--- src/rtl/pbcs_regs.svh ---
`ifndef PBCS_REGS_SVH
`define PBCS_REGS_SVH
// Register offsets (byte addresses)
`define PBCS_OFF_CSR        12'h240
`define PBCS_OFF_IRQ_STAT   12'h244
`define PBCS_OFF_IRQ_MASK   12'h248
`define PBCS_OFF_EVENT      12'h24C
// Field positions
`define PBCS_SPLIT_SEL_LSB  24
`define PBCS_SPLIT_SEL_MSB  26
`define PBCS_SPLIT_TEST_BIT 22
`define PBCS_CFG_TEST_BIT   21
`define PBCS_WIDE_QUAL_BIT  20
`define PBCS_DT_TEST_BIT    19
`define PBCS_RETRY_TEST_BIT 18
`define PBCS_RETRY_EN_BIT   17
`define PBCS_BYTE_GAP_BIT   16
`define PBCS_SPLIT_ERR_BIT  10
`define PBCS_DT_ERR_BIT     9
`define PBCS_RETRY_ERR_BIT  8
`define PBCS_STRAP_MSB      6
`define PBCS_CTRL_MASK      32'h077F0000
`define PBCS_ERR_MASK       32'h00000700
// Reset values
`define PBCS_SPLIT_SEL_RST  3'h7
// Timing: microsecond base and counts
`define PBCS_CLK_MHZ        100
`define PBCS_SPLIT_BASE_US  16
`define PBCS_SRT_TEST_CYC   32'd22
`define PBCS_DT_TEST_CYC    32'd160
`define PBCS_DT_NORM_CYC    32'd32768
`define PBCS_RETRY_TEST     32'd16
`define PBCS_RETRY_NORM     32'd16777216
`endif

--- src/rtl/pbcs_pkg.sv ---
package pbcs_pkg;
	typedef logic [2:0] pbcs_split_sel_t;
	typedef enum logic [1:0] {PBCS_RESP_OKAY = 2'h0, PBCS_RESP_SLVERR = 2'h2} pbcs_resp_t;
	typedef enum {PBCS_M_IDLE, PBCS_M_BUSY} pbcs_mst_t;
endpackage

--- src/rtl/pbcs_if.sv ---
interface pbcs_if;
	logic        local_reset_in_n;
	logic        req64_n;
	logic        m66en;
	logic        frame_n;
	logic        irdy_n;
	logic        devsel_n;
	logic        stop_n;
	logic        trdy_n;
	logic        split_resp_pending;
	logic        split_resp_done;
	logic        delayed_txn_pending;
	logic        delayed_txn_done;
	logic        retry_seen;
	logic        retry_cycle_ok;
	logic        byte_gap_seen;
	logic        split_resp_timeout_test;
	logic        config_cycle_test_mode;
	logic        ignore_wide_request_qual;
	logic        stop_on_byte_gaps;
	logic        retry_abort;
	logic        split_resp_timeout;
	logic        delayed_txn_timeout;
	logic        wide_bus_64;
	logic        single_beat_only;
	modport dev (
		input  local_reset_in_n, req64_n, m66en, frame_n, irdy_n, devsel_n, stop_n, trdy_n,
		input  split_resp_pending, split_resp_done, delayed_txn_pending, delayed_txn_done,
		input  retry_seen, retry_cycle_ok, byte_gap_seen,
		output split_resp_timeout_test, config_cycle_test_mode, ignore_wide_request_qual,
		output stop_on_byte_gaps, retry_abort, split_resp_timeout, delayed_txn_timeout,
		output wide_bus_64, single_beat_only
	);
	modport agent (
		output local_reset_in_n, req64_n, m66en, frame_n, irdy_n, devsel_n, stop_n, trdy_n,
		output split_resp_pending, split_resp_done, delayed_txn_pending, delayed_txn_done,
		output retry_seen, retry_cycle_ok, byte_gap_seen,
		input  split_resp_timeout_test, config_cycle_test_mode, ignore_wide_request_qual,
		input  stop_on_byte_gaps, retry_abort, split_resp_timeout, delayed_txn_timeout,
		input  wide_bus_64, single_beat_only
	);
endinterface

--- src/rtl/pbcs_timer.sv ---
// Counts enabled cycles up to a limit; restarts whenever run drops
module pbcs_timer #(
	parameter int W = 32
) (
	input  wire logic         aclk,
	input  wire logic         aresetn,
	input  wire logic         run,
	input  wire logic [W-1:0] limit,
	input  wire logic         tick,
	output logic              expired
);
	logic [W-1:0] cnt_r;

	always_ff @(posedge aclk) begin
		if (!aresetn || !run) begin
			cnt_r <= '0;
		end else if (tick && cnt_r < limit) begin
			cnt_r <= cnt_r + {{(W-1){1'b0}}, 1'b1};
		end
	end

	// One-cycle pulse when the limit is reached
	always_ff @(posedge aclk) begin
		if (!aresetn) begin
			expired <= 1'b0;
		end else begin
			expired <= run && tick && (cnt_r + {{(W-1){1'b0}}, 1'b1} == limit);
		end
	end
endmodule

--- src/rtl/pbcs_device.sv ---
// The AXI4-Lite register port was left to the implementer.
`include "pbcs_regs.svh"
// Contract
// - Latch bus straps at local reset release
// - Split timeout code selects 16..1024 us
// - Software sets split timeout above global
// - Test bit shortens split timeout, single beat
// - Config test mode for decoder 7
// - Software keeps wide request bit clear
// - Delayed timeout 160 or 2^15 clocks
// - Retry limit enable aborts after limit
// - Retry limit 16 or 2^24
// - Software keeps retry test bit clear
// - Stop on byte gaps in conventional mode
// - Sticky split timeout flag, write one clears
// - Sticky delayed timeout flag, write one clears
// - Sticky retry flag only when enabled
// - Wide request strap one means 32-bit
// - Fast clock strap records M66EN level
// - Bits 4..0 hold bus strap levels
module pbcs_device #(
	parameter int DT_NORM_CYC = 32768,
	parameter int RETRY_NORM  = 16777216,
	parameter int US_CYC      = 100
) (
	input  wire logic        aclk,
	input  wire logic        aresetn,
	pbcs_if.dev              link,
	input  wire logic [11:0] s_awaddr,
	input  wire logic        s_awvalid,
	output logic             s_awready,
	input  wire logic [31:0] s_wdata,
	input  wire logic [3:0]  s_wstrb,
	input  wire logic        s_wvalid,
	output logic             s_wready,
	output logic [1:0]       s_bresp,
	output logic             s_bvalid,
	input  wire logic        s_bready,
	input  wire logic [11:0] s_araddr,
	input  wire logic        s_arvalid,
	output logic             s_arready,
	output logic [31:0]      s_rdata,
	output logic [1:0]       s_rresp,
	output logic             s_rvalid,
	input  wire logic        s_rready,
	output logic             irq
);
	logic [31:0] ctrl_r;
	logic [2:0]  err_r;
	logic [2:0]  mask_r;
	logic [6:0]  strap_r;
	logic [7:0]  sync1_r;
	logic [7:0]  sync2_r;
	logic        lrst_d_r;
	logic        aw_hit_r;
	logic        w_hit_r;
	logic [11:0] awaddr_r;
	logic [31:0] wdata_r;
	logic [3:0]  wstrb_r;
	logic [6:0]  us_cnt_r;
	logic        us_tick;
	logic        srt_run;
	logic        wr_fire;
	logic [31:0] wbe;
	logic [2:0]  err_set;
	logic [2:0]  err_clr;
	logic        srt_exp;
	logic        dt_exp;
	logic        rt_exp;
	logic [31:0] srt_lim;
	logic [31:0] dt_lim;
	logic [31:0] rt_lim;
	logic [31:0] csr_view;

	// Local reset and strap pins double synchronised before use; event inputs used directly
	always_ff @(posedge aclk) begin
		if (!aresetn) begin
			sync1_r <= 8'h00;
			sync2_r <= 8'h00;
		end else begin
			sync1_r <= {link.local_reset_in_n, link.req64_n, link.m66en, link.frame_n, link.irdy_n,
				link.devsel_n, link.stop_n, link.trdy_n};
			sync2_r <= sync1_r;
		end
	end

	// Straps caught at the local reset rising edge; held otherwise
	always_ff @(posedge aclk) begin
		if (!aresetn) begin
			lrst_d_r <= 1'b0;
			strap_r  <= 7'h00;
		end else begin
			lrst_d_r <= sync2_r[7];
			if (sync2_r[7] && !lrst_d_r)
				strap_r <= sync2_r[6:0];
		end
	end

	// Test bit overrides the disable code
	assign srt_run = link.split_resp_pending &&
		(ctrl_r[`PBCS_SPLIT_SEL_MSB:`PBCS_SPLIT_SEL_LSB] != 3'h7 || ctrl_r[`PBCS_SPLIT_TEST_BIT]);

	// Microsecond tick restarted per split, so no partial first period
	assign us_tick = (us_cnt_r == 7'(US_CYC - 1));
	always_ff @(posedge aclk) begin
		if (!aresetn || us_tick || !srt_run) us_cnt_r <= 7'h00;
		else us_cnt_r <= us_cnt_r + 7'h01;
	end

	// Split limit: base 16 us doubled per code; test mode counts cycles
	assign srt_lim = ctrl_r[`PBCS_SPLIT_TEST_BIT] ? `PBCS_SRT_TEST_CYC
		: (32'(`PBCS_SPLIT_BASE_US) << ctrl_r[`PBCS_SPLIT_SEL_MSB:`PBCS_SPLIT_SEL_LSB]);
	assign dt_lim = ctrl_r[`PBCS_DT_TEST_BIT] ? `PBCS_DT_TEST_CYC : 32'(DT_NORM_CYC);
	assign rt_lim = ctrl_r[`PBCS_RETRY_TEST_BIT] ? `PBCS_RETRY_TEST : 32'(RETRY_NORM);

	pbcs_timer #(.W(32)) u_srt (
		.aclk    (aclk),
		.aresetn (aresetn),
		.run     (srt_run),
		.limit   (srt_lim),
		.tick    (ctrl_r[`PBCS_SPLIT_TEST_BIT] ? 1'b1 : us_tick),
		.expired (srt_exp)
	);
	pbcs_timer #(.W(32)) u_dt (
		.aclk    (aclk),
		.aresetn (aresetn),
		.run     (link.delayed_txn_pending),
		.limit   (dt_lim),
		.tick    (1'b1),
		.expired (dt_exp)
	);
	// Counts retries in a row; a clean cycle restarts it
	pbcs_timer #(.W(32)) u_rt (
		.aclk    (aclk),
		.aresetn (aresetn),
		.run     (ctrl_r[`PBCS_RETRY_EN_BIT] && !link.retry_cycle_ok),
		.limit   (rt_lim),
		.tick    (link.retry_seen),
		.expired (rt_exp)
	);

	assign link.split_resp_timeout      = srt_exp;
	assign link.delayed_txn_timeout     = dt_exp;
	assign link.retry_abort             = rt_exp && ctrl_r[`PBCS_RETRY_EN_BIT];
	assign link.split_resp_timeout_test = ctrl_r[`PBCS_SPLIT_TEST_BIT];
	assign link.config_cycle_test_mode  = ctrl_r[`PBCS_CFG_TEST_BIT];
	assign link.single_beat_only        = ctrl_r[`PBCS_SPLIT_TEST_BIT] | ctrl_r[`PBCS_CFG_TEST_BIT];
	assign link.ignore_wide_request_qual = ctrl_r[`PBCS_WIDE_QUAL_BIT];
	assign link.stop_on_byte_gaps       = ctrl_r[`PBCS_BYTE_GAP_BIT];
	assign link.wide_bus_64             = !strap_r[6];

	// AXI4-Lite write: address and data taken in either order
	assign s_awready = !aw_hit_r && !s_bvalid;
	assign s_wready  = !w_hit_r && !s_bvalid;
	assign wr_fire   = aw_hit_r && w_hit_r;
	assign wbe       = {{8{wstrb_r[3]}}, {8{wstrb_r[2]}}, {8{wstrb_r[1]}}, {8{wstrb_r[0]}}};

	always_ff @(posedge aclk) begin
		if (!aresetn) begin
			aw_hit_r <= 1'b0;
			w_hit_r  <= 1'b0;
			awaddr_r <= 12'h000;
			wdata_r  <= 32'h00000000;
			wstrb_r  <= 4'h0;
			s_bvalid <= 1'b0;
			s_bresp  <= 2'h0;
		end else begin
			if (s_awvalid && s_awready) begin
				aw_hit_r <= 1'b1;
				awaddr_r <= s_awaddr;
			end
			if (s_wvalid && s_wready) begin
				w_hit_r <= 1'b1;
				wdata_r <= s_wdata;
				wstrb_r <= s_wstrb;
			end
			if (wr_fire) begin
				aw_hit_r <= 1'b0;
				w_hit_r  <= 1'b0;
				s_bvalid <= 1'b1;
				s_bresp  <= (awaddr_r == `PBCS_OFF_CSR || awaddr_r == `PBCS_OFF_IRQ_STAT ||
					awaddr_r == `PBCS_OFF_IRQ_MASK) ? pbcs_pkg::PBCS_RESP_OKAY : pbcs_pkg::PBCS_RESP_SLVERR;
			end else if (s_bvalid && s_bready) begin
				s_bvalid <= 1'b0;
			end
		end
	end

	// Control bits; only writable fields change
	always_ff @(posedge aclk) begin
		if (!aresetn) begin
			ctrl_r <= 32'h00000000;
			ctrl_r[`PBCS_SPLIT_SEL_MSB:`PBCS_SPLIT_SEL_LSB] <= `PBCS_SPLIT_SEL_RST;
		end else if (wr_fire && awaddr_r == `PBCS_OFF_CSR) begin
			ctrl_r <= (ctrl_r & ~(wbe & `PBCS_CTRL_MASK)) | (wdata_r & wbe & `PBCS_CTRL_MASK);
		end
	end

	// Error flags: set beats clear in the same cycle
	assign err_set = {srt_exp, dt_exp, rt_exp && ctrl_r[`PBCS_RETRY_EN_BIT]};
	always_comb begin
		err_clr = 3'h0;
		if (wr_fire && (awaddr_r == `PBCS_OFF_CSR || awaddr_r == `PBCS_OFF_IRQ_STAT) && wstrb_r[1])
			err_clr = wdata_r[`PBCS_SPLIT_ERR_BIT:`PBCS_RETRY_ERR_BIT];
	end
	always_ff @(posedge aclk) begin
		if (!aresetn) err_r <= 3'h0;
		else err_r <= (err_r & ~err_clr) | err_set;
	end

	always_ff @(posedge aclk) begin
		if (!aresetn) mask_r <= 3'h0;
		else if (wr_fire && awaddr_r == `PBCS_OFF_IRQ_MASK && wstrb_r[1])
			mask_r <= wdata_r[`PBCS_SPLIT_ERR_BIT:`PBCS_RETRY_ERR_BIT];
	end

	assign irq = |(err_r & mask_r);

	// Read channel; reserved bits read zero
	assign csr_view  = ctrl_r | {21'h000000, err_r, 1'b0, strap_r};
	assign s_arready = !s_rvalid;
	always_ff @(posedge aclk) begin
		if (!aresetn) begin
			s_rvalid <= 1'b0;
			s_rdata  <= 32'h00000000;
			s_rresp  <= 2'h0;
		end else if (s_arvalid && s_arready) begin
			s_rvalid <= 1'b1;
			s_rresp  <= pbcs_pkg::PBCS_RESP_OKAY;
			unique case (s_araddr)
				`PBCS_OFF_CSR:      s_rdata <= csr_view;
				`PBCS_OFF_IRQ_STAT: s_rdata <= {21'h000000, err_r, 8'h00};
				`PBCS_OFF_IRQ_MASK: s_rdata <= {21'h000000, mask_r, 8'h00};
				default: begin
					s_rdata <= 32'h00000000;
					s_rresp <= pbcs_pkg::PBCS_RESP_SLVERR;
				end
			endcase
		end else if (s_rvalid && s_rready) begin
			s_rvalid <= 1'b0;
		end
	end
endmodule

--- src/flat_wrapper.sv ---
// flat-port wrapper written by rule: the top's interface ports become plain ports
module pbcs_device_flat 
#(
	parameter int DT_NORM_CYC = 32768,
	parameter int RETRY_NORM  = 16777216,
	parameter int US_CYC      = 100
)
  (aclk, aresetn, s_awaddr, s_awvalid, s_awready, s_wdata, s_wstrb, s_wvalid, s_wready, s_bresp, s_bvalid, s_bready, s_araddr, s_arvalid, s_arready, s_rdata, s_rresp, s_rvalid, s_rready, irq, link_local_reset_in_n, link_req64_n, link_m66en, link_frame_n, link_irdy_n, link_devsel_n, link_stop_n, link_trdy_n, link_split_resp_pending, link_split_resp_done, link_delayed_txn_pending, link_delayed_txn_done, link_retry_seen, link_retry_cycle_ok, link_byte_gap_seen, link_split_resp_timeout_test, link_config_cycle_test_mode, link_ignore_wide_request_qual, link_stop_on_byte_gaps, link_retry_abort, link_split_resp_timeout, link_delayed_txn_timeout, link_wide_bus_64, link_single_beat_only);
  pbcs_if link_i ();
  input  wire logic aclk;
  input  wire logic aresetn;
  input  wire logic [11:0] s_awaddr;
  input  wire logic s_awvalid;
  output logic s_awready;
  input  wire logic [31:0] s_wdata;
  input  wire logic [3:0] s_wstrb;
  input  wire logic s_wvalid;
  output logic s_wready;
  output logic [1:0] s_bresp;
  output logic s_bvalid;
  input  wire logic s_bready;
  input  wire logic [11:0] s_araddr;
  input  wire logic s_arvalid;
  output logic s_arready;
  output logic [31:0] s_rdata;
  output logic [1:0] s_rresp;
  output logic s_rvalid;
  input  wire logic s_rready;
  output logic irq;
  input wire logic [$bits(link_i.local_reset_in_n)-1:0] link_local_reset_in_n;
  input wire logic [$bits(link_i.req64_n)-1:0] link_req64_n;
  input wire logic [$bits(link_i.m66en)-1:0] link_m66en;
  input wire logic [$bits(link_i.frame_n)-1:0] link_frame_n;
  input wire logic [$bits(link_i.irdy_n)-1:0] link_irdy_n;
  input wire logic [$bits(link_i.devsel_n)-1:0] link_devsel_n;
  input wire logic [$bits(link_i.stop_n)-1:0] link_stop_n;
  input wire logic [$bits(link_i.trdy_n)-1:0] link_trdy_n;
  input wire logic [$bits(link_i.split_resp_pending)-1:0] link_split_resp_pending;
  input wire logic [$bits(link_i.split_resp_done)-1:0] link_split_resp_done;
  input wire logic [$bits(link_i.delayed_txn_pending)-1:0] link_delayed_txn_pending;
  input wire logic [$bits(link_i.delayed_txn_done)-1:0] link_delayed_txn_done;
  input wire logic [$bits(link_i.retry_seen)-1:0] link_retry_seen;
  input wire logic [$bits(link_i.retry_cycle_ok)-1:0] link_retry_cycle_ok;
  input wire logic [$bits(link_i.byte_gap_seen)-1:0] link_byte_gap_seen;
  output wire logic [$bits(link_i.split_resp_timeout_test)-1:0] link_split_resp_timeout_test;
  output wire logic [$bits(link_i.config_cycle_test_mode)-1:0] link_config_cycle_test_mode;
  output wire logic [$bits(link_i.ignore_wide_request_qual)-1:0] link_ignore_wide_request_qual;
  output wire logic [$bits(link_i.stop_on_byte_gaps)-1:0] link_stop_on_byte_gaps;
  output wire logic [$bits(link_i.retry_abort)-1:0] link_retry_abort;
  output wire logic [$bits(link_i.split_resp_timeout)-1:0] link_split_resp_timeout;
  output wire logic [$bits(link_i.delayed_txn_timeout)-1:0] link_delayed_txn_timeout;
  output wire logic [$bits(link_i.wide_bus_64)-1:0] link_wide_bus_64;
  output wire logic [$bits(link_i.single_beat_only)-1:0] link_single_beat_only;
  assign link_i.local_reset_in_n = link_local_reset_in_n;
  assign link_i.req64_n = link_req64_n;
  assign link_i.m66en = link_m66en;
  assign link_i.frame_n = link_frame_n;
  assign link_i.irdy_n = link_irdy_n;
  assign link_i.devsel_n = link_devsel_n;
  assign link_i.stop_n = link_stop_n;
  assign link_i.trdy_n = link_trdy_n;
  assign link_i.split_resp_pending = link_split_resp_pending;
  assign link_i.split_resp_done = link_split_resp_done;
  assign link_i.delayed_txn_pending = link_delayed_txn_pending;
  assign link_i.delayed_txn_done = link_delayed_txn_done;
  assign link_i.retry_seen = link_retry_seen;
  assign link_i.retry_cycle_ok = link_retry_cycle_ok;
  assign link_i.byte_gap_seen = link_byte_gap_seen;
  assign link_split_resp_timeout_test = link_i.split_resp_timeout_test;
  assign link_config_cycle_test_mode = link_i.config_cycle_test_mode;
  assign link_ignore_wide_request_qual = link_i.ignore_wide_request_qual;
  assign link_stop_on_byte_gaps = link_i.stop_on_byte_gaps;
  assign link_retry_abort = link_i.retry_abort;
  assign link_split_resp_timeout = link_i.split_resp_timeout;
  assign link_delayed_txn_timeout = link_i.delayed_txn_timeout;
  assign link_wide_bus_64 = link_i.wide_bus_64;
  assign link_single_beat_only = link_i.single_beat_only;
  pbcs_device #(.DT_NORM_CYC(DT_NORM_CYC), .RETRY_NORM(RETRY_NORM), .US_CYC(US_CYC)) u_core (.aclk(aclk), .aresetn(aresetn), .link(link_i), .s_awaddr(s_awaddr), .s_awvalid(s_awvalid), .s_awready(s_awready), .s_wdata(s_wdata), .s_wstrb(s_wstrb), .s_wvalid(s_wvalid), .s_wready(s_wready), .s_bresp(s_bresp), .s_bvalid(s_bvalid), .s_bready(s_bready), .s_araddr(s_araddr), .s_arvalid(s_arvalid), .s_arready(s_arready), .s_rdata(s_rdata), .s_rresp(s_rresp), .s_rvalid(s_rvalid), .s_rready(s_rready), .irq(irq));
endmodule
--- config.mk ---
export PLATFORM = sky130hd
export DESIGN_NAME = pbcs_device_flat
export DESIGN_NICKNAME = d
export VERILOG_FILES = /design/src/rtl/pbcs_pkg.sv /design/src/rtl/pbcs_if.sv /design/src/rtl/pbcs_timer.sv /design/src/rtl/pbcs_device.sv /design/src/flat_wrapper.sv
export VERILOG_INCLUDE_DIRS = /design/src /design/src/rtl
export SDC_FILE = /design/constraint.sdc
export NUM_CORES = 1
export LEC_CHECK = 0
export BUFFER_PORTS_ARGS = -buffer_cell sky130_fd_sc_hd__buf_2
export CELL_PAD_IN_SITES_DETAIL_PLACEMENT = 1
export CELL_PAD_IN_SITES_GLOBAL_PLACEMENT = 1
export CORE_MARGIN = 3
export CORE_UTILIZATION = 39
export CTS_CLUSTER_DIAMETER = 100
export DETAILED_ROUTE_END_ITERATION = 8
export MAX_ROUTING_LAYER = met4
export PLACE_DENSITY = 0.73
export SYNTH_ARGS = -nofsm -noshare
export SYNTH_HDL_FRONTEND = slang
export SYNTH_SLANG_ARGS = --single-unit
--- constraint.sdc ---
create_clock -name aclk -period 2.6 [get_ports aclk]
set_input_delay 0.52 -clock aclk [delete_from_list [all_inputs] [get_ports aclk]]
set_output_delay 0.52 -clock aclk [all_outputs]
set_load 0.02 [all_outputs]
Word-level counts from Yosys, hierarchy flattened

Index checks and enable logic that the tools add are counted.

Flip-flop bits (word level): 251
Input port bits: 82
Output and inout bits: 51
Logic and storage cells: 114

$add $sub $neg: 4
$lt $le $gt $ge: 3
Equal/unequal tests: 11
Shifts and indexed selects: 1
Multiplexer cells: 12
Bitwise logic cells: 11
Reductions and logical operators: 48

Operators by type and width:

| kind                                                               | number |
|---|---|
| 32-bit by 1-bit adder with 32-bit output, second input constant    | 3 |
| 32-bit == test                                                     | 3 |
| 32-bit less-than comparator                                        | 3 |
| 32-bit one-hot mux with 3 select lines                             | 1 |
| 12-bit by 10-bit == test with 1-bit output, second input constant  | 6 |
| 32-bit AND                                                         | 1 |
| 32-bit two-way mux                                                 | 1 |
| 27-bit inverter with 32-bit output                                 | 1 |
| 32-bit by 11-bit bitwise OR with 32-bit output                     | 1 |
| 32-bit by 27-bit bitwise OR with 32-bit output                     | 1 |
| 5-bit by 3-bit << shifter with 32-bit output, first input constant | 1 |
| 27-bit AND                                                         | 1 |
| 25-bit two-way mux                                                 | 1 |
| 1-bit logical AND                                                  | 24 |
| 16-bit two-way mux                                                 | 1 |
| 1-bit logical NOT                                                  | 11 |
| 1-bit logical OR                                                   | 8 |
| 7-bit by 1-bit adder with 7-bit output, second input constant      | 1 |
| 7-bit == test, second input constant                               | 1 |
| 3-bit AND                                                          | 2 |
| 3-bit OR reduction                                                 | 2 |
| 1-bit two-way mux                                                  | 5 |
| 2-bit two-way mux                                                  | 2 |
| 2-bit nonzero test                                                 | 2 |
| 7 further kinds                                                    | 7 |

Logic depth before layout (Yosys ltp)

Gate-level depths: netlist (run 1).

Word-level depth: 8
Depth in mapped cells: 13
Gate-level depth less buffers: 11

Cells and area by module

From an unflattened synthesis (run 1), not the netlist that was laid out.

Cell total of the unflattened synthesis: 1,801
Area total of the unflattened synthesis: 14,428.8 sq um

By module, submodules not included:

| module                       | times used | cells each | area an instance (sq um) | sequential area each (sq um) |
|---|---|---|---|---|
| pbcs_timer (u_core.u_rt ...) | 2          | 461        | 3,570.9                  | 660.6 |
| pbcs_device                  | 1          | 455        | 4,058.9                  | 2,021.9 |
| pbcs_timer (u_core.u_dt)     | 1          | 424        | 3,228.1                  | 660.6 |

Least setup slack after synthesis (run 1)

OpenSTA, ideal clock, no wires.

Path type: register to register
From: reg with a tool-made name
To: reg u_core.u_srt.cnt_r[10]
Library setup time: 132 ps
Arrival: 2,525 ps
Data required time: 2,468 ps
Slack: -58 ps
Cell stages (with the launch flop): 12
Path buffers: 2
Period minus slack after synthesis: 2,658 ps
Path through: dfxtp_1 > nand2b_1 > or3b_2 > ha_1 > nand4_1 > nor2_1 > and3_1 > a211o_1 > buf_6 > clkbuf_1 > o21ai_0 > a21oi_1

RTL lines:

| element              | line             | RTL |
|---|---|---|
| end signal, assigned | pbcs_timer.sv:18 | `cnt_r <= cnt_r + {{(W-1){1'b0}}, 1'b1};` |
| end, declared        | pbcs_timer.sv:12 | `logic [W-1:0] cnt_r;` |

==> results by group, run 1 <==
Clock network
  • CTS tree: done
  • Post-CTS Hold Buffers: 0
  • Clock buffer count from CTS: 17
  • CTS sink cnt: 200
  • Clock transition at path regs: 0.08 ns
  • Root buffer cell: clkbuf_16
  • Worst skew pair latency: 0.44 ns
  • Deepest clock path buffer count: 2
  • CTS H-tree depth: 4

Critical path
  • CP max stage cell: or3b_4
  • Arrival @ worst endpoint: about 3.0 ns
  • Crit Path Max Fanout: 6
  • Critical path endpoint category: register
  • CP required: 2.98 ns
  • Worst-path cell chain: nand2b_4 -> or3b_4 -> ha_1 -> nand4_1 -> nor2_2 -> and3_1 -> a211o_4 -> buf_6 -> or3_4 -> a21oi_2
  • Reg2Reg Depth: 10
  • CP peak stage delay: 0.40 ns
  • Worst R2R End: u_core.u_srt.cnt_r[3]$_SDFFE_PP0P_
  • Reg2reg setup slack: -0.03 ns
  • Crit path kind: reg2reg
  • Startpoint Class: register

Synthesis
  • Commonest cells post-synth: dfxtp_1, nand2_1, nor2_1
  • Cell area after synthesis: around 9800 µm²
  • Yosys cell types: between 60 and 70
  • Mux cell area share after synthesis: 0.0226
  • FFs w/ async S/R, synth: 0
  • Main combinational cell family by area after synthesis: simple AND/OR/NAND/NOR gates
  • Mean Syn Cell Area: 8.44 µm²
  • Xor and xnor fraction of the mapped netlist area: 0.0734
  • Number of synthesized register bits: 200
  • Simple-gate portion of the synthesized area: 0.319
  • Post-Synth Adder-Cell Area: 0.0213
  • Top-count cell post-synth: dfxtp_1
  • Register area share after synthesis: 0.407
  • Ys flop type: dfxtp_1
  • Synth Area in Compound Gates: 0.112
  • Area contributors post-synth: dfxtp_1, nand2_1, xor2_1
  • Gate Count Post-Synth: roughly 1200
  • Yosys warns: 0
  • Leading area contributor after synthesis: dfxtp_1
  • Yosys top cell area share: 0.407
  • EDFF count, synth: 0

STA
  • RSZ-0062 raised after global routing: yes
  • Slew HR: 0.566
  • Max frequency: 380 MHz
  • Setup violators final: 3
  • Setup ws final: -0.0287 ns
  • Fin crit share: 1.01
  • Post-route setup TNS: -0.0474 ns
  • Max Slew Vio Count: 0
  • Slew @ Worst Pin: 0.646 ns
  • Period minus WS final: 2.63 ns
  • Final hold viol count: 0
  • Clock skew: 0.0133 ns

Place
  • DP HPWL: about 20000 µm
  • Final GP Congestion: 0.845
  • Port Buffers: between 90 and 100

Detailed routing
  • Final wirelength: 29100 µm
  • Antenna-violating nets left: 0
  • Routed len/inst: 17.5 µm
  • Vias: 8981
  • Average vias per placed instance: roughly 5.4
  • Remaining DRCs: 0
  • First-pass DRT Iterations: 4
  • DRT iter0 DRCs: 458

Run status
  • Status: finished with violations
  • Failing checks: setup timing

Cells and area
  • Final Util: 0.497
  • Nets: 1426
  • Synth-to-Final Area Change: 23.7%
  • Layout cells sized above 1: 0.240

Hold path
  • WHS Endpoint: u_core.sync1_r[5]$_SDFF_PN0_
  • Hold Path Class: in2reg
  • Hold depth: 2
  • Hold Path Origin: link_m66en

Floorplanning
  • Die footprint: between 20000 and 30000 µm²
  • Die width: 165 µm
  • Rows: 57
  • Core area: about 25000 µm²
  • IO Pins: 133
  • Starting Density: 0.401
  • Die Y: roughly 160 µm

Run
  • Maxcap violations: 0

Pwr
  • Internal power: 4710 µW
  • Maximum vdd ir drop: ~0.38 mV
  • Leakage power: a little under 0.005 µW
  • P_sw: 1560 µW
  • PnR Total Power: 6280 µW
  • Combinational Power Share: 0.046
  • Pwr/cell area: 515 nW/µm²
  • Switching part of the total: 0.249
  • Power share of the sequential group: 0.502
  • Clk pwr share: 0.453

Global route
  • Vias in the first global route: ~9100
  • Pin count of the biggest net entering global routing: 82
  • Initial antenna violation count: 3
  • GRT overflow: 0
  • First-pass GRT wire length: 46100 µm
  • GRT Total Usage: 0.216
-- worst max-delay path by stage --
stage / end / slack (ns) / depth (start not counted)
after floorplan: u_core.u_srt.cnt_r[7]$_SDFFE_PP0P_ / 0.008 / 10
after global placement: u_core.u_srt.cnt_r[23]$_SDFFE_PP0P_ / -0.14 / 10
after detailed placement: u_core.u_srt.cnt_r[22]$_SDFFE_PP0P_ / -0.24 / 10
after CTS: u_core.u_srt.cnt_r[8]$_SDFFE_PP0P_ / 0.001 / 12
after global routing: u_core.u_srt.cnt_r[9]$_SDFFE_PP0P_ / -0.15 / 10
final: u_core.u_srt.cnt_r[3]$_SDFFE_PP0P_ / -0.03 / 10
-- logic make-up (layout without fill, tap and decap cells) --
| family | Yosys count | count (layout) |
|---|---|---|
| and+or+nand+nor | 596 | 596 |
| DFF | 200 | 200 |
| AOI/OAI and AO/OA | 157 | 157 |
| buffers and inverters | 93 | 254 |
| xor gates and xnor gates | 81 | 81 |
| muxes | 22 | 22 |
| adders and majority gates | 17 | 17 |
| other | 1 | 18 |
-- worst max-delay path, delay by kind of cell, from the launching register on --
kind | cells | cell delay, ns
AO/OA/AOI/OAI | 2 | 0.52
buffers and inverters | 1 | 0.15
adder cells (fa/ha/maj) | 1 | 0.29
flip-flops | 1 | 0.33
AND/OR/NAND/NOR | 6 | 1.26
-- sequential cells by signal, summed over array words and instances, names as in the netlist, named ones only --
register	cells
u_core.us_cnt_r	7
u_core.mask_r	3
u_core.s_rresp	1
u_core.aw_hit_r	1
u_core.sync2_r	8
u_core.wdata_r	13
u_core.lrst_d_r	1
u_core.s_bresp	1
u_core.wstrb_r	3
u_core.u_rt.cnt_r	32
u_core.s_rvalid	1
u_core.u_dt.expired	1
u_core.u_rt.expired	1
u_core.s_rdata	20
u_core.sync1_r	8
u_core.u_srt.expired	1
u_core.strap_r	7
u_core.u_srt.cnt_r	32
u_core.awaddr_r	12
u_core.u_dt.cnt_r	32
u_core.err_r	3
u_core.s_bvalid	1
u_core.w_hit_r	1
-- stage by stage --
| step | instances | hold slack [ns] | worst slack (ns) | area, µm² |
|---|---|---|---|---|
| floorplan | 1180 | 0.412 | 0.00822 | 9900 |
| global placement | 1619 | 0.417 | -0.139 | 11100 |
| detailed placement | 1619 | 0.421 | -0.243 | 11100 |
| CTS | 1659 | 0.265 | 0.00119 | 11900 |
| global route | 1668 | 0.267 | -0.151 | 12200 |
| finish | 1669 | 0.278 | -0.0287 | 12200 |
-- per-layer routing --
layer	vias up	GRT usage	wire length, µm
met3	21	0.0374	1030
met1	4425	0.279	13700
met2	128	0.352	14100
li1	4407	-	-
met4	0	0.0572	336
met5	-	-	0
-- cells in the final DEF (no fill, tap or decap), types with 30 or more instances in the layout --
cell / Yosys / routed
nand4_1: 42 / 42
nand2_1: 131 / 130
and2_1: 61 / 42
nand3_1: 67 / 65
dfxtp_1: 200 / 193
nor3_1: 33 / 30
buf_4: 14 / 100
nor2b_1: 35 / 34
a21boi_0: 38 / 38
buf_2: 10 / 95
xnor2_1: 31 / 31
nor2_1: 100 / 98
xor2_1: 49 / 49
-- cell type report --
cell class              instances  area [µm²]
diodes                          4        10.0
inverters                      14        52.6
clock buffers                  17         425
fillers                      2941       12400
multi-input cells             887        5680
clock inverters                15         200
flip-flops and latches        200        4010
well taps                     324         405
repair buffers                208        1400
-- power groups by stage --
stage	clock network (µW)	logic, µW	registers [µW]
after floorplan	0	188	3220
after global placement	0	277	3220
after detailed placement	0	285	3220
after CTS	2900	286	3150
after global routing	3030	321	3160
final	2840	286	3150
-- timing repair --
item                       4_1_cts  5_1_grt
buffers inserted                 7        3
gates cloned                     1        4
pin swaps                        4       10
setup endpoints to repair       31       46
gates resized for setup         16       71
(Power assumes the default switching activity.)
==> run 2: changes to the inputs <==
==> constraint.sdc (replaced) <==
create_clock -name aclk -period 2.6 [get_ports aclk]
set_input_delay 0.52 -clock aclk [delete_from_list [all_inputs] [get_ports aclk]]
set_output_delay 0.52 -clock aclk [all_outputs]
set_load 0.01 [all_outputs]
==> results by group, run 2 (synthesis gave the netlist of run 1 again) <==
Run status
  • Status: completed

Detailed routing
  • Remaining DRCs: 0
  • First-pass DRT Iterations: 5
  • Vias: slightly below 9000
  • Average vias per placed instance: approximately 5.4
  • Final wirelength: 29000 µm
  • Antenna-violating nets left: 0
  • Routed len/inst: roughly 18 µm
  • DRT iter0 DRCs: 554

Floorplanning
  • Die footprint: around 27000 µm²
  • IO Pins: roughly 130
  • Die width: roughly 160 µm
  • Rows: 57
  • Starting Density: 0.401
  • Core area: 24500 µm²
  • Die Y: ~160 µm

STA
  • Min Hold Slack: between 0.2 and 0.3 ns
  • RSZ-0062 raised after global routing: yes
  • Clock skew: ~0.013 ns
  • Setup violators final: 0
  • Fin crit share: 0.981
  • Slew HR: 0.563
  • Final hold viol count: 0
  • Max Slew Vio Count: 0
  • Post-route setup TNS: 0 ns
  • Slew @ Worst Pin: about 0.66 ns
  • Period minus WS final: 2.55 ns
  • Max frequency: about 400 MHz

Cells and area
  • Design area: 12000 µm²
  • Largest regs: u_core.u_dt.cnt_r x32, u_core.u_rt.cnt_r x32, u_core.u_srt.cnt_r x32
  • Nets: around 1400
  • Final cell count without fillers: about 1700
  • Commonest non-fill, non-tap cell in the layout: dfxtp_1
  • Fillcell total: 2956
  • Synth-to-Final Area Change: 22.1%
  • Antenna diode count: 0
  • Most frequent cells in the layout: dfxtp_1, nand2_1, nor2_1, buf_2, buf_4
  • Layout cells sized above 1: 0.221

Global route
  • GRT overflow: 0
  • M1 GR Usage: 0.279
  • First-pass GRT wire length: 46300 µm
  • GR peak layer: met2
  • Vias in the first global route: around 9000
  • Initial antenna violation count: 0
  • GRT Total Usage: 0.216
  • Pin count of the biggest net entering global routing: 51
  • Met2 Resource Use GR: 0.358
  • GR Util met3: 0.0314

Critical path
  • Arrival @ worst endpoint: 2.88 ns
  • Reg2reg setup slack: ~0.051 ns
  • Critical path endpoint category: register
  • CP most frequent cell: a21o_1
  • Crit Path Max Fanout: 11
  • Startpoint Class: register
  • CP max stage cell: a211o_4
  • Crit path kind: reg2reg
  • CP peak stage delay: 0.37 ns
  • Worst-path cell chain: buf_4 -> nor3_2 -> nor2_1 -> ha_1 -> a21o_1 -> a21o_1 -> a211o_4 -> bufbuf_16 -> o21ai_0 -> a21oi_2
  • CP required: 2.93 ns

Place
  • Final GP Congestion: 0.839
  • Port Buffers: 95
  • Cell Area, Placed: 11100 µm²
  • Placed insts: 1610
  • DP HPWL: 20000 µm

Hold path
  • Hold Path Class: in2reg

Clock network
  • CTS sink cnt: 200
  • Clock transition at path regs: about 0.08 ns
  • Worst skew pair latency: 0.44 ns
  • CTS tree: done
  • Root buffer cell: clkbuf_16
  • Deepest clock path buffer count: 2
  • CTS H-tree depth: 4
  • Clock buffer count from CTS: 17

Run
  • Maxcap violations: 0

Pwr
  • Leakage power: 0.00470 µW
  • Maximum vdd ir drop: ~0.44 mV
  • Pwr/cell area: 508 nW/µm²
## run 2: cell count changes in the layout (fill, tap and decap cells not counted), sizes merged
cell      previous run  this run
clkinvlp             1         2
diode                4         0
bufbuf               0         1
buf                206       192
bufinv               2         1
inv                 24        23
## run 2: critical path: cells and delay by family (launching register included)
family | cells | cell delay (ns)
buffers and inverters | 2 | 0.47
and+or+nand+nor | 2 | 0.33
AOI/OAI and AO/OA | 5 | 1.01
DFF | 1 | 0.35
adders and majority gates | 1 | 0.29
## run 2: area by class of cell
cell class | instances | area, µm² | area share
sequential | 200 | 4020 | 0.334
clock inverter | 14 | 150 | 0.0125
inverter | 14 | 52.6 | 0.00437
timing repair buffer | 194 | 1300 | 0.108
multi-input combinational | 887 | 5670 | 0.471
clock buffer | 18 | 439 | 0.0365
tap | 324 | 405 | 0.0337
## run 2: metal layers
| layer | up-vias | share of wire |
|---|---|---|
| met2 | 208 | 0.49 |
| li1 | 4367 | - |
| met3 | 42 | 0.036 |
| met1 | 4331 | 0.46 |
| met5 | - | 0 |
| met4 | 0 | 0.017 |
## run 2: path summary, 6_finish.rpt
path	start	end	depth (start not counted)
setup / recovery	register	u_core.u_srt.cnt_r[3]$_SDFFE_PP0P_	10
hold / removal	link_stop_n	u_core.sync1_r[1]$_SDFF_PN0_	2
setup reg to reg	register	u_core.u_srt.cnt_r[3]$_SDFFE_PP0P_	10
hold reg to reg	u_core.sync1_r[0]$_SDFF_PN0_	u_core.sync2_r[0]$_SDFF_PN0_	1
## run 2: power breakdown
part	switching, µW	internal [µW]
sequential	33.7	3110
clock	1300	1390
combinational	160	112
## run 2: what timing repair did
item,CTS,global route
setup endpoints to repair,31,60
buffers inserted,4,3
gates cloned,1,1
gates resized for setup,19,49
hold buffers,0,0
pin swaps,3,28
## run 2: stage by stage
step	utilization	total power [µW]	setup slack, ns
after detailed placement	0.451	3500	-0.531
after global placement	0.451	3490	-0.291
after floorplan	-	3390	0.0142
after CTS	0.480	6190	0.0116
after global routing	0.490	6360	-0.0665
final	0.490	6110	0.0505
